$ cat config.mk
export PLATFORM = sky130hd
export DESIGN_NAME = sss_supervisor
export DESIGN_NICKNAME = d
export VERILOG_FILES = /design/src/rtl/sss_supervisor.v
export VERILOG_INCLUDE_DIRS = /design/src /design/src/rtl
export SDC_FILE = /design/constraint.sdc
export NUM_CORES = 1
export LEC_CHECK = 0
export BUFFER_PORTS_ARGS = -buffer_cell sky130_fd_sc_hd__buf_2
export CORE_ASPECT_RATIO = 2
export CORE_UTILIZATION = 59
export DETAILED_ROUTE_END_ITERATION = 10
export PLACE_DENSITY = 0.79
export SLEW_MARGIN = 20
export SYNTH_ARGS = -nofsm -noshare
export SYNTH_HDL_FRONTEND = slang
export SYNTH_SLANG_ARGS = --single-unit
$ cat constraint.sdc
create_clock -name clk_i -period 2.4 [get_ports clk_i]
set_input_delay 0.24 -clock clk_i [delete_from_list [all_inputs] [get_ports clk_i]]
set_output_delay 0.24 -clock clk_i [all_outputs]
set_load 0.05 [all_outputs]
$ cat src/rtl/sss_defines.vh
// timing constants and register map of the supply sequencer supervisor
`ifndef SSS_DEFINES_VH
`define SSS_DEFINES_VH
// clock rate in kHz
`define SSS_CLK_KHZ          25000
// wake filter times as printed
`define SSS_WAKE_HIGH_US     150
`define SSS_WAKE_LOW_MS      1
`define SSS_WAKE_HIGH_CYC    ((`SSS_WAKE_HIGH_US * `SSS_CLK_KHZ) / 1000)
`define SSS_WAKE_LOW_CYC     (`SSS_WAKE_LOW_MS * `SSS_CLK_KHZ)
// filter and release defaults in cycles (no figure given)
`define SSS_FILT_CYC         64
`define SSS_REL_CYC          256
`define SSS_LATCH_CNT        3
// register byte addresses
`define SSS_ADR_STATUS       4'h0
`define SSS_ADR_IRQ_STAT     4'h4
`define SSS_ADR_IRQ_MASK     4'h8
`define SSS_ADR_CTRL         4'hc
// control register fields
`define SSS_CTRL_RAIL1_UNUSED 0
`define SSS_CTRL_LATCH_CLR    1
`define SSS_CTRL_RESET        8'h00
// interrupt bit positions
`define SSS_IRQ_R1            0
`define SSS_IRQ_R2            1
`define SSS_IRQ_CNV           2
`define SSS_IRQ_WDG           3
`define SSS_IRQ_TW            4
`define SSS_IRQ_SAFE          5
`define SSS_IRQ_LATCH         6
`define SSS_IRQ_W             7
`endif

$ cat src/rtl/sss_supervisor.v
// supply sequencer and supervisor with wishbone registers
//
// Our own choices: the register offsets and the Wishbone register port.
`timescale 1ns/1ps
`include "sss_defines.vh"
//
// Notes on behaviour
// - internal regulators start when battery above 5.5 V and wake held high 150 us
// - first-stage regulator is enabled first after internal regulators ready
// - second-stage and converter regulators enable after rail1 passes under-voltage level
// - with first stage unused, second and converter start right after internal ready
// - wake low for 1 ms turns off internal regulators and all regulator enables, and drives resets and power good low
// - filtered rail1 fault drives rail1 reset low, released after fixed delay
// - filtered rail2 fault holds rail2 reset low, released after delay
// - filtered converter fault drives power good low, released after delay
// - watchdog fault drives watchdog fault output low while on
// - thermal warning low above upper, released below lower threshold
// - shutdown temperature enters SAFE, returns below lower warning temperature
// - at power-up resets and power good stay low until own rail is good
// - battery over or under voltage filtered enters SAFE, opposite level filtered leaves
// - filtered charge-pump under-voltage enters SAFE, filtered recovery leaves
// - repeated charge-pump, watchdog or thermal shutdown faults enter latch state
// - rail1 under-voltage threshold selected by low, mid or high select level
//
module sss_filter #(
  parameter N = 64
) (
  input  wire clk_i,
  input  wire rst_i,
  input  wire cond_i,
  output reg  flag_o
);
  reg [15:0] cnt_reg;
  always @(posedge clk_i) begin
    if (rst_i || !cond_i) begin
      cnt_reg <= 16'h0000;
      flag_o  <= 1'b0;
    end else if (cnt_reg >= N[15:0] - 16'h0001) begin
      flag_o  <= 1'b1;
    end else begin
      cnt_reg <= cnt_reg + 16'h0001;
    end
  end
endmodule // sss_filter

module sss_supervisor #(
  parameter WAKE_LOW_CYC = `SSS_WAKE_LOW_CYC,
  parameter FILT_CYC     = `SSS_FILT_CYC,
  parameter REL_CYC      = `SSS_REL_CYC
) (
  input  wire        clk_i,
  input  wire        rst_i,
  // wishbone slave
  input  wire        cyc_i,
  input  wire        stb_i,
  input  wire        we_i,
  input  wire [3:0]  adr_i,
  input  wire [3:0]  sel_i,
  input  wire [31:0] dat_i,
  output reg  [31:0] dat_o,
  output reg         ack_o,
  output wire        irq_o,
  // comparator and pin inputs, asynchronous
  input  wire        wake_i,
  input  wire        battery_above_start_i,
  input  wire        battery_ov_high_i,
  input  wire        battery_ov_low_i,
  input  wire        battery_uv_low_i,
  input  wire        battery_uv_high_i,
  input  wire        charge_pump_uv_i,
  input  wire        internal_ready_i,
  input  wire [2:0]  rail1_sense_uv_i,
  input  wire        rail1_sense_ov_i,
  input  wire [1:0]  rail1_voltage_select_i,
  input  wire        rail2_feedback_uv_i,
  input  wire        rail2_feedback_ov_i,
  input  wire        converter_supply_uv_i,
  input  wire        converter_supply_ov_i,
  input  wire        watchdog_fault_i,
  input  wire        temp_above_upper_i,
  input  wire        temp_below_lower_i,
  input  wire        temp_above_shutdown_i,
  // regulator enables
  output reg         internal_enable_o,
  output reg         first_stage_enable_o,
  output reg         second_stage_enable_o,
  output reg         converter_enable_o,
  // open-drain style outputs, active-low except power good, then active-high safe and latch flags
  output reg         rail1_reset_n_o,
  output reg         rail2_reset_n_o,
  output reg         converter_power_good_o,
  output reg         watchdog_fault_n_o,
  output reg         thermal_warning_n_o,
  output wire        safe_o,
  output wire        latch_o
);

  // ************************************************
  // input synchronisers
  // ************************************************
  localparam NI = 20;
  wire [NI-1:0] raw_w = {wake_i, battery_above_start_i, battery_ov_high_i, battery_ov_low_i,
                         battery_uv_low_i, battery_uv_high_i, charge_pump_uv_i,
                         internal_ready_i, rail1_sense_ov_i, rail2_feedback_uv_i,
                         rail2_feedback_ov_i, converter_supply_uv_i, converter_supply_ov_i,
                         watchdog_fault_i, temp_above_upper_i, temp_below_lower_i,
                         temp_above_shutdown_i, rail1_voltage_select_i[1:0],
                         1'b0};
  reg  [NI-1:0] s1_reg;
  reg  [NI-1:0] s2_reg;
  reg  [2:0]    uv1_s1_reg;
  reg  [2:0]    uv1_s2_reg;
  // two flops per asynchronous input
  always @(posedge clk_i) begin
    if (rst_i) begin
      s1_reg     <= {NI{1'b0}};
      s2_reg     <= {NI{1'b0}};
      uv1_s1_reg <= 3'h0;
      uv1_s2_reg <= 3'h0;
    end else begin
      s1_reg     <= raw_w;
      s2_reg     <= s1_reg;
      uv1_s1_reg <= rail1_sense_uv_i;
      uv1_s2_reg <= uv1_s1_reg;
    end
  end
  wire       wake_w, bstart, bovh, bovl, buvl, buvh, cpuv, iready, r1ov;
  wire       r2uv, r2ov, cnuv, cnov, wdf, tup, tlow, tshut;
  wire [1:0] vsel;
  // synchronised levels by name, bit 0 is spare
  assign {wake_w, bstart, bovh, bovl, buvl, buvh, cpuv, iready, r1ov, r2uv, r2ov, cnuv, cnov,
          wdf, tup, tlow, tshut, vsel} = s2_reg[NI-1:1];

  wire r1uv = (vsel == 2'h0) ? uv1_s2_reg[0] :
              (vsel == 2'h1) ? uv1_s2_reg[1] : uv1_s2_reg[2];

  // ************************************************
  // filters
  // ************************************************
  wire wake_hi_f, wake_lo_f, r1_f, r2_f, cn_f, bov_f, bovr_f;
  wire buv_f, buvr_f, cp_f, cpr_f;
  wire [10:0] cond_w = {wake_w, !wake_w, r1uv | r1ov, r2uv | r2ov, cnuv | cnov, bovh, !bovl,
                        buvl, buvh, cpuv, !cpuv};
  wire [10:0] flag_w;
  assign {wake_hi_f, wake_lo_f, r1_f, r2_f, cn_f, bov_f, bovr_f, buv_f, buvr_f, cp_f, cpr_f}
    = flag_w;
  genvar g;
  generate
    for (g = 0; g < 11; g = g + 1) begin : g_filt
      sss_filter #(
        .N (g == 10 ? `SSS_WAKE_HIGH_CYC : (g == 9 ? WAKE_LOW_CYC : FILT_CYC))
      ) u_filt (
        .clk_i  (clk_i),
        .rst_i  (rst_i),
        .cond_i (cond_w[g]),
        .flag_o (flag_w[g])
      );
    end
  endgenerate

  // ************************************************
  // registers and control state
  // ************************************************
  reg [7:0]  ctrl_reg;
  reg [7:0]  ists_reg;
  reg [7:0]  imask_reg;
  reg        on_reg;
  reg        safe_bov_reg, safe_buv_reg, safe_cp_reg, safe_hot_reg;
  reg        latch_reg;
  reg [3:0]  fault_cnt_reg;
  reg        hot_d_reg, cp_d_reg, wdf_d_reg, warn_n_d_reg, safe_d_reg;
  reg        r1_ok_reg, r2_ok_reg, cn_ok_reg;
  wire       safe_w = safe_bov_reg | safe_buv_reg | safe_cp_reg | safe_hot_reg;
  wire       run_w  = on_reg & !safe_w & !latch_reg;
  assign safe_o  = safe_w;
  assign latch_o = latch_reg;
  assign irq_o   = |(ists_reg & imask_reg);

  // power state and protection modes
  always @(posedge clk_i) begin
    if (rst_i) begin
      on_reg        <= 1'b0;
      safe_bov_reg  <= 1'b0;
      safe_buv_reg  <= 1'b0;
      safe_cp_reg   <= 1'b0;
      safe_hot_reg  <= 1'b0;
      latch_reg     <= 1'b0;
      fault_cnt_reg <= 4'h0;
      hot_d_reg     <= 1'b0;
      cp_d_reg      <= 1'b0;
      wdf_d_reg     <= 1'b0;
    end else begin
      hot_d_reg <= tshut;
      cp_d_reg  <= cp_f;
      wdf_d_reg <= wdf;
      if (!on_reg && wake_hi_f && bstart)
        on_reg <= 1'b1;
      else if (wake_lo_f)
        on_reg <= 1'b0;
      if (bov_f)
        safe_bov_reg <= 1'b1;
      else if (bovr_f)
        safe_bov_reg <= 1'b0;
      if (buv_f)
        safe_buv_reg <= 1'b1;
      else if (buvr_f)
        safe_buv_reg <= 1'b0;
      if (cp_f)
        safe_cp_reg <= 1'b1;
      else if (cpr_f)
        safe_cp_reg <= 1'b0;
      if (tshut)
        safe_hot_reg <= 1'b1;
      else if (tlow)
        safe_hot_reg <= 1'b0;
      if ((tshut & !hot_d_reg) | (cp_f & !cp_d_reg) | (wdf & !wdf_d_reg)) begin
        if (fault_cnt_reg >= `SSS_LATCH_CNT - 1)
          latch_reg <= 1'b1;
        else
          fault_cnt_reg <= fault_cnt_reg + 4'h1;
      end else if (we_i && cyc_i && stb_i && ack_o && adr_i == `SSS_ADR_CTRL
                   && dat_i[`SSS_CTRL_LATCH_CLR]) begin
        latch_reg     <= 1'b0;
        fault_cnt_reg <= 4'h0;
      end
    end
  end

  always @(posedge clk_i) begin
    if (rst_i || !run_w) begin
      internal_enable_o     <= 1'b0;
      first_stage_enable_o  <= 1'b0;
      second_stage_enable_o <= 1'b0;
      converter_enable_o    <= 1'b0;
    end else begin
      internal_enable_o    <= 1'b1;
      first_stage_enable_o <= iready & !ctrl_reg[`SSS_CTRL_RAIL1_UNUSED];
      if (iready && (ctrl_reg[`SSS_CTRL_RAIL1_UNUSED] || (first_stage_enable_o && !r1uv))) begin
        second_stage_enable_o <= 1'b1;
        converter_enable_o    <= 1'b1;
      end
    end
  end

  // ************************************************
  // reset and power good outputs
  // ************************************************
  reg [15:0] r1_rel_reg, r2_rel_reg, cn_rel_reg;
  always @(posedge clk_i) begin
    if (rst_i || !run_w) begin
      r1_rel_reg <= 16'h0000;
      r2_rel_reg <= 16'h0000;
      cn_rel_reg <= 16'h0000;
      r1_ok_reg  <= 1'b0;
      r2_ok_reg  <= 1'b0;
      cn_ok_reg  <= 1'b0;
    end else begin
      if (r1_f || r1uv || !first_stage_enable_o) begin
        r1_rel_reg <= 16'h0000;
        r1_ok_reg  <= r1_ok_reg & !r1_f & first_stage_enable_o; // a dip only restarts delay
      end else if (r1_rel_reg >= REL_CYC[15:0] - 16'h0001)
        r1_ok_reg <= 1'b1;
      else
        r1_rel_reg <= r1_rel_reg + 16'h0001;
      if (r2_f || r2uv || !second_stage_enable_o) begin
        r2_rel_reg <= 16'h0000;
        r2_ok_reg  <= r2_ok_reg & !r2_f & second_stage_enable_o;
      end else if (r2_rel_reg >= REL_CYC[15:0] - 16'h0001)
        r2_ok_reg <= 1'b1;
      else
        r2_rel_reg <= r2_rel_reg + 16'h0001;
      if (cn_f || cnuv || !converter_enable_o) begin
        cn_rel_reg <= 16'h0000;
        cn_ok_reg  <= cn_ok_reg & !cn_f & converter_enable_o;
      end else if (cn_rel_reg >= REL_CYC[15:0] - 16'h0001)
        cn_ok_reg <= 1'b1;
      else
        cn_rel_reg <= cn_rel_reg + 16'h0001;
    end
  end

  // drive status outputs
  always @(posedge clk_i) begin
    if (rst_i) begin
      rail1_reset_n_o        <= 1'b0;
      rail2_reset_n_o        <= 1'b0;
      converter_power_good_o <= 1'b0;
      watchdog_fault_n_o     <= 1'b1;
      thermal_warning_n_o    <= 1'b1;
    end else begin
      rail1_reset_n_o        <= r1_ok_reg;
      rail2_reset_n_o        <= r2_ok_reg;
      converter_power_good_o <= cn_ok_reg;
      watchdog_fault_n_o     <= !(wdf & on_reg);
      if (tup)
        thermal_warning_n_o <= 1'b0;
      else if (tlow)
        thermal_warning_n_o <= 1'b1;
    end
  end

  // ************************************************
  // wishbone slave and interrupts
  // ************************************************
  wire       wr_w = cyc_i & stb_i & we_i & ack_o; // lands on the edge the master sees ack
  wire [7:0] ev_w;
  assign ev_w[`SSS_IRQ_R1]    = rail1_reset_n_o & !r1_ok_reg;
  assign ev_w[`SSS_IRQ_R2]    = rail2_reset_n_o & !r2_ok_reg;
  assign ev_w[`SSS_IRQ_CNV]   = converter_power_good_o & !cn_ok_reg;
  assign ev_w[`SSS_IRQ_WDG]   = wdf & !wdf_d_reg;
  assign ev_w[`SSS_IRQ_TW]    = warn_n_d_reg & !thermal_warning_n_o;
  assign ev_w[`SSS_IRQ_SAFE]  = safe_w & !safe_d_reg;
  assign ev_w[`SSS_IRQ_LATCH] = 1'b0; // bit kept free
  assign ev_w[`SSS_IRQ_W]     = wake_lo_f & on_reg;

  // one-wait-state slave, write one to clear, set wins
  always @(posedge clk_i) begin
    if (rst_i) begin
      ack_o      <= 1'b0;
      dat_o      <= 32'h00000000;
      ctrl_reg   <= `SSS_CTRL_RESET;
      ists_reg   <= 8'h00;
      imask_reg  <= 8'h00;
      warn_n_d_reg <= 1'b1;
      safe_d_reg   <= 1'b0;
    end else begin
      warn_n_d_reg <= thermal_warning_n_o;
      safe_d_reg <= safe_w;
      ack_o      <= cyc_i & stb_i & !ack_o;
      ists_reg   <= (ists_reg & ~((wr_w && adr_i == `SSS_ADR_IRQ_STAT && sel_i[0])
                     ? dat_i[7:0] : 8'h00)) | ev_w;
      if (wr_w && sel_i[0] && adr_i == `SSS_ADR_IRQ_MASK)
        imask_reg <= dat_i[7:0];
      if (wr_w && sel_i[0] && adr_i == `SSS_ADR_CTRL)
        ctrl_reg <= {7'h00, dat_i[`SSS_CTRL_RAIL1_UNUSED]};
      case (adr_i)
        `SSS_ADR_STATUS:   dat_o <= {21'h00000, latch_reg, safe_w, on_reg,
                                     thermal_warning_n_o, watchdog_fault_n_o,
                                     converter_power_good_o, rail2_reset_n_o,
                                     rail1_reset_n_o, converter_enable_o,
                                     second_stage_enable_o, first_stage_enable_o};
        `SSS_ADR_IRQ_STAT: dat_o <= {24'h000000, ists_reg};
        `SSS_ADR_IRQ_MASK: dat_o <= {24'h000000, imask_reg};
        `SSS_ADR_CTRL:     dat_o <= {24'h000000, ctrl_reg};
        default:           dat_o <= 32'h00000000;
      endcase
    end
  end

endmodule // sss_supervisor
# Yosys cells after proc, flatten, opt, wreduce, memory -nomap -nowiden
# Cells that the tools add are included.
dict set report word_totals {
  reg_bits 357
  latch_bits 0
  ram_bits 0
  romBits 0
  inputBits 67
  output_inout_bits 45
  word_cells 238
  mem_count 0
}
dict set report classes {
  add_sub_neg 15
  mul 0
  n_div 0
  magnitude_cmp 15
  n_eq_ne 6
  shifts 0
  mux 29
  n_bitwise 35
  reduce_logical 80
}
# op count
set ops {}
lappend ops {{16-bit by 1-bit adder with 16-bit output (second input constant)} 14}
lappend ops {{16-bit by 6-bit greater-or-equal comparator with 1-bit output (second input constant)} 9}
lappend ops {{16-bit by 8-bit greater-or-equal comparator with 1-bit output (second input constant)} 3}
lappend ops {{11-bit case mux with 4 select lines} 1}
lappend ops {{1-bit zero test} 29}
lappend ops {{1-bit two-way mux} 24}
lappend ops {{1-bit AND} 23}
lappend ops {{2-bit nonzero test} 10}
lappend ops {{1-bit logical OR} 19}
lappend ops {{8-bit AND} 2}
lappend ops {{16-bit by 12-bit greater-or-equal comparator with 1-bit output (second input constant)} 1}
lappend ops {{16-bit by 15-bit greater-or-equal comparator with 1-bit output (second input constant)} 1}
lappend ops {{1-bit logical AND} 14}
lappend ops {{4-bit two-way mux} 3}
lappend ops {{4-bit equality test (second input constant)} 2}
lappend ops {{8-bit two-way mux} 1}
lappend ops {{8-bit NOT} 1}
lappend ops {{1-bit OR} 8}
lappend ops {{8-bit OR} 1}
lappend ops {{8-bit OR reduction} 1}
lappend ops {{2-bit OR reduction} 3}
lappend ops {{4-bit by 1-bit adder with 4-bit output (second input constant)} 1}
lappend ops {{4-bit by 3-bit equality test with 1-bit output (second input constant)} 1}
lappend ops {{4-bit by 2-bit greater-or-equal comparator with 1-bit output (second input constant)} 1}
lappend ops {{other kinds (6)} 7}

# Depth between registers and ports, before layout
dict set report depth {
  depth_word 9
  ltp_mapped 8
  ltp_nobuf 7
}

# By module
# Synthesis repeated with hierarchy kept, for this count alone.
dict set report hier_totals {
  hier_cells 1332
  area_unflattened_um2 12976.2
}
# mod n_inst cells_per_inst area_each_um2 seq_area_each_um2
set by_module_without_submodules {}
lappend by_module_without_submodules {{sss_filter at g_filt[0].u_filt ...} 9 66 641.9 340.3}
lappend by_module_without_submodules {sss_supervisor 1 534 5367.6 2942.8}
lappend by_module_without_submodules {{sss_filter at g_filt[9].u_filt} 1 106 940.9 340.3}
lappend by_module_without_submodules {{sss_filter at g_filt[10].u_filt} 1 98 890.9 340.3}

# Worst setup path before layout
# Ideal clock, no wire load.
dict set report synth_timing {
  path_kind {register -> register}
  from {reg safe_hot_reg}
  to {reg r2_rel_reg[3]}
  setup_time_ps 70
  arrival_ps 2068
  t_required_ps 2330
  path_slack_ps 262
  path_stages_with_launch 8
  n_path_buf 2
  synth_period_minus_slack_ps 2138
  path_cell_list {dfxtp_1 > nor4_4 > inv_2 > or4b_4 > buf_6 > or3_1 > buf_6 > a21oi_1}
}
dict set report synth_between {
  elab_chain_cells 7
}
# element line
set synth_rtl {}
lappend synth_rtl {{start, declared} sss_supervisor.v:168} ;# reg safe_bov_reg, safe_buv_reg, safe_cp_reg, safe_hot_reg;
lappend synth_rtl {{start signal, assigned} sss_supervisor.v:186} ;# safe_hot_reg <= 1'b0;
lappend synth_rtl {{start signal, assigned} sss_supervisor.v:213} ;# safe_hot_reg <= 1'b1;
lappend synth_rtl {{start signal, assigned} sss_supervisor.v:215} ;# safe_hot_reg <= 1'b0;
lappend synth_rtl {{1-bit OR} sss_supervisor.v:173} ;# wire safe_w = safe_bov_reg | safe_buv_reg | safe_cp_reg | safe_hot_reg;
lappend synth_rtl {{net safe_o} sss_supervisor.v:94} ;# output wire safe_o,
lappend synth_rtl {{1-bit zero test} sss_supervisor.v:174} ;# wire run_w = on_reg & !safe_w & !latch_reg;
lappend synth_rtl {{1-bit AND (2 in a row)} sss_supervisor.v:174}
lappend synth_rtl {{1-bit zero test} sss_supervisor.v:250} ;# if (rst_i || !run_w) begin
lappend synth_rtl {{1-bit logical OR} sss_supervisor.v:250}
lappend synth_rtl {{2-bit OR reduction (no source line)} -}
lappend synth_rtl {{end signal, assigned} sss_supervisor.v:271} ;# r2_rel_reg <= r2_rel_reg + 16'h0001;
lappend synth_rtl {{end, declared} sss_supervisor.v:248} ;# reg [15:0] r1_rel_reg, r2_rel_reg, cn_rel_reg;
# The timed path passes the listed nets, and every way through them passes these cells.
# A chain may end at the register's enable or synchronous reset.

# Worst setup path after layout
dict set report layout_timing {
  from {reg g_filt[9].u_filt.cnt_reg[0]}
  to {reg g_filt[9].u_filt.cnt_reg[7]}
}
dict set report layout_between {
  elab_chain_cells 1
  elab_cells_between_ends 2
  cone_classes {1 x add/sub; 1 x order compare}
}
# element line
set layout_rtl {}
lappend layout_rtl {{start, declared} sss_supervisor.v:33} ;# reg [15:0] cnt_reg;
lappend layout_rtl {{start signal, assigned} sss_supervisor.v:41} ;# cnt_reg <= cnt_reg + 16'h0001;
lappend layout_rtl {{16-bit by 1-bit adder with 16-bit output / 16-bit by 15-bit greater-or-equal comparator with 1-bit output (equally long branches)} {sss_supervisor.v:41, sss_supervisor.v:38}}
# Parallel ways exist; a longest one is shown, timed or not.

==> run metrics <==
status=completed; floorplan core area=0.0204 mm²; First-pass DRT Iterations=5; vertical die dimension=205 µm; cell internal pwr=8.45 mW; kind of end point of the critical path=register; Min Hold Slack=83.9 ps; relative area change from synthesis to final layout=14.6%; required time of the critical path=2870 ps; RSZ-0062 raised after global routing=false; summed area of non-filler cells in the final layout=about 0.014 mm²; total negative slack=0 ps; Ant. Diodes=0; Die ar.=between 0.02 and 0.025 mm²; Hold Fails Final Rpt=0; class of the most critical hold timing path=in2reg; Post-Place Setup Slack=approximately 190 ps; end of the critical path=g_filt[9].u_filt.cnt_reg[7]; fraction of the yosys area taken by sequential cells=0.549; shortest clock period the worst path allows after layout=roughly 2200 ps; static leakage=5.46 nW; first-pass GRT wire length=approximately 37,000 µm; fraction of power consumed by the clock network=0.436; synthesized area=0.0122 mm²; worst clock skew=8.31 ps; total number of yosys warnings=0; crit path launch=g_filt[9].u_filt.cnt_reg[0]; # clock sinks=334; Total Wirelength=21,600 µm; count of final setup violators=0; Post-DP Area=about 0.013 mm²; number of buffers on the longest clock path=3; cell count of the worst reg-to-reg path=6; half-perimeter wire length after placement=14,600 µm; number of violations of the max-capacitance limit=0; port buffer count=63; global-route usage over all layers=0.206; via count of the first global-routing pass=8,413; EDFF count, synth=0; aggregate global routing overflow=0; Post-CTS Resized=0; final instance count without filler cells=1,640; Reg clk slew, reported paths=70 ps; Core Rows=74; Setup CP Type=reg2reg; Avg Cell Area, Syn=9.70 µm²; largest fanout of any net on the critical path=12; ratio of cells with drive above 1 in the final layout=0.103; Nets=1,440; remaining max-slew budget at the tightest pin=0.508; flip-flop count of the largest register, all copies and words added=176; max-slew violations=0; Vias/cell=5.30; FMAX=between 400 and 500 MHz; final design utilization=0.685; post-synthesis register bit count=334; H-Tree Level Count=1; antenna-violating nets left=0; number of buffers created by CTS=27; part of the cycle the worst path needs=0.923; CTS tree=built; predominant post-synthesis flop cell=dfxtp_1; synthesized instance count=approximately 1,300; P per Cell Area=about 770 mW/mm²; register-to-register path setup slack=190 ps; detailed router's first-iteration violation count=341; number of I/O pins=112; total of hold buffers inserted after clock tree synthesis=32; reg-to-reg critical path startpoint=g_filt[9].u_filt.cnt_reg[0]; Final Power=10.7 mW; category of the worst setup path launch point=register; transition time of the tightest slew-check pin=between 700 and 800 ps; routability congestion estimate from global placement=a little over 0.8; Post-route DRC=0; Sw Pwr=2.22 mW; maximum number of pins on one net before global-route repair=between 100 and 150; number of vias after detailed routing=8,685; sequential share of power=0.529; Placed Cells=1,560; Max rail drop VDD=between 700 and 800 µV; data arrival at the endpoint of the critical path=2680 ps; antenna violations before repair=0; slack of the critical path=185 ps; root buffer cell=clkbuf_16; proportion of synthesized flip-flops having asynchronous set or reset=0; number of distinct library cells after synthesis=63; initial core utilization=0.598; portion of total power attributed to combinational logic=0.035; # Post-CTS Setup Buffers=0; insertion delay to the later sink of the worst-skew pair=roughly 530 ps; switching fraction of total power=0.208; DR WL/cell=13.2 µm; capturing point of the worst reg2reg path=g_filt[9].u_filt.cnt_reg[7]; die width=104 µm
==> area by class of cell <==
class | instances | area, µm²
well taps | 266 | 333
flip-flops and latches | 334 | 6690
repair buffers | 105 | 726
fillers | 1632 | 6420
multi-input cells | 860 | 5160
inverters | 27 | 101
clock inverters | 15 | 216
clock buffers | 33 | 728
==> critical path: stages, from the launching register on <==
cell	delay, ps
dfxtp_1	340
ha_1	220
a2111oi_0	410
nor4_1	190
a21o_1	300
or4_1	530
a21oi_1	140
==> power by group through the flow <==
stage                     sequential, mW  clock (mW)  combinational (mW)
after floorplan                     5.77           0               0.266
after global placement              5.77           0               0.324
after detailed placement            5.77           0               0.331
after CTS                           5.64        4.76               0.373
after global routing                5.65        5.00               0.406
final                               5.65        4.66               0.372
==> worst min-delay path by stage <==
stage	depth (start not counted)	slack, ps	end	from
6_report	2	80	dat_o[9]	adr_i[2]
5_1_grt	2	90	dat_o[9]	adr_i[2]
4_1_cts	2	70	dat_o[9]	adr_i[2]
3_5_place_dp	1	410	thermal_warning_n_o	s2_reg[5]
3_3_place_gp	1	400	thermal_warning_n_o	s2_reg[5]
2_1_floorplan	1	330	ists_reg[6]	dat_i[6]
==> cell families (layout without fill, tap and decap cells) <==
group           after synthesis  count (layout)  synth area share
simple gates                601             601             0.260
flops                       334             334             0.549
compound gates              132             132            0.0709
buf+inv                      81             180            0.0332
xor+xnor                     59              59            0.0424
mux                          29              29            0.0251
fa+ha+maj                    18              18            0.0185
other cells                   1              21          0.000308
==> Yosys cell counts (all sizes together) (3+ instances only) <==
cell,number,area share
xor2,20,0.014
and4,6,0.0043
o2111ai,8,0.0058
dfxtp,334,0.55
xnor2,39,0.028
nor4,29,0.016
nor3,24,0.0099
a211oi,6,0.0045
nand2,62,0.020
o41ai,3,0.0022
o21ai,21,0.0086
or2,7,0.0036
nor2b,63,0.032
a22oi,6,0.0037
a21oi,54,0.022
and2,116,0.060
ha,18,0.018
a31o,3,0.0022
or4,5,0.0031
inv,27,0.0083
nand3,46,0.019
o21a,3,0.0018
clkbuf,27,0.0083
or3,23,0.012
a2111oi,5,0.0041
a21o,4,0.0025
nor2,169,0.052
mux2i,26,0.021
nand4,12,0.0062
buf,27,0.017
nand2b,13,0.0067
nor3b,4,0.0034
o31ai,3,0.0018
and3,17,0.0087
==> placed cells by master, fill, tap and decap left out, types with 23 or more instances in the layout <==
cell | netlist | layout
buf_2 | 2 | 62
or3_1 | 23 | 23
mux2i_1 | 26 | 26
dfxtp_1 | 334 | 334
nand2_1 | 61 | 61
a21oi_1 | 54 | 54
clkbuf_16 | 0 | 27
nand3_1 | 46 | 46
nor3_1 | 24 | 24
nor2b_1 | 63 | 63
and2_1 | 116 | 116
xnor2_1 | 39 | 39
nor4_1 | 28 | 28
dlygate4sd3_1 | 0 | 32
inv_1 | 26 | 26
nor2_1 | 169 | 169
==> per-layer routing <==
metal / global-route usage / routed length (µm) / up-vias
li1: - / - / 4400
met1: 0.215 / 8630 / 4074
met2: 0.404 / 11500 / 161
met3: 0.0277 / 768 / 50
met4: 0.0875 / 644 / 0
met5: 0 / 0 / -
No activity file was read; power rests on OpenSTA's default activity.
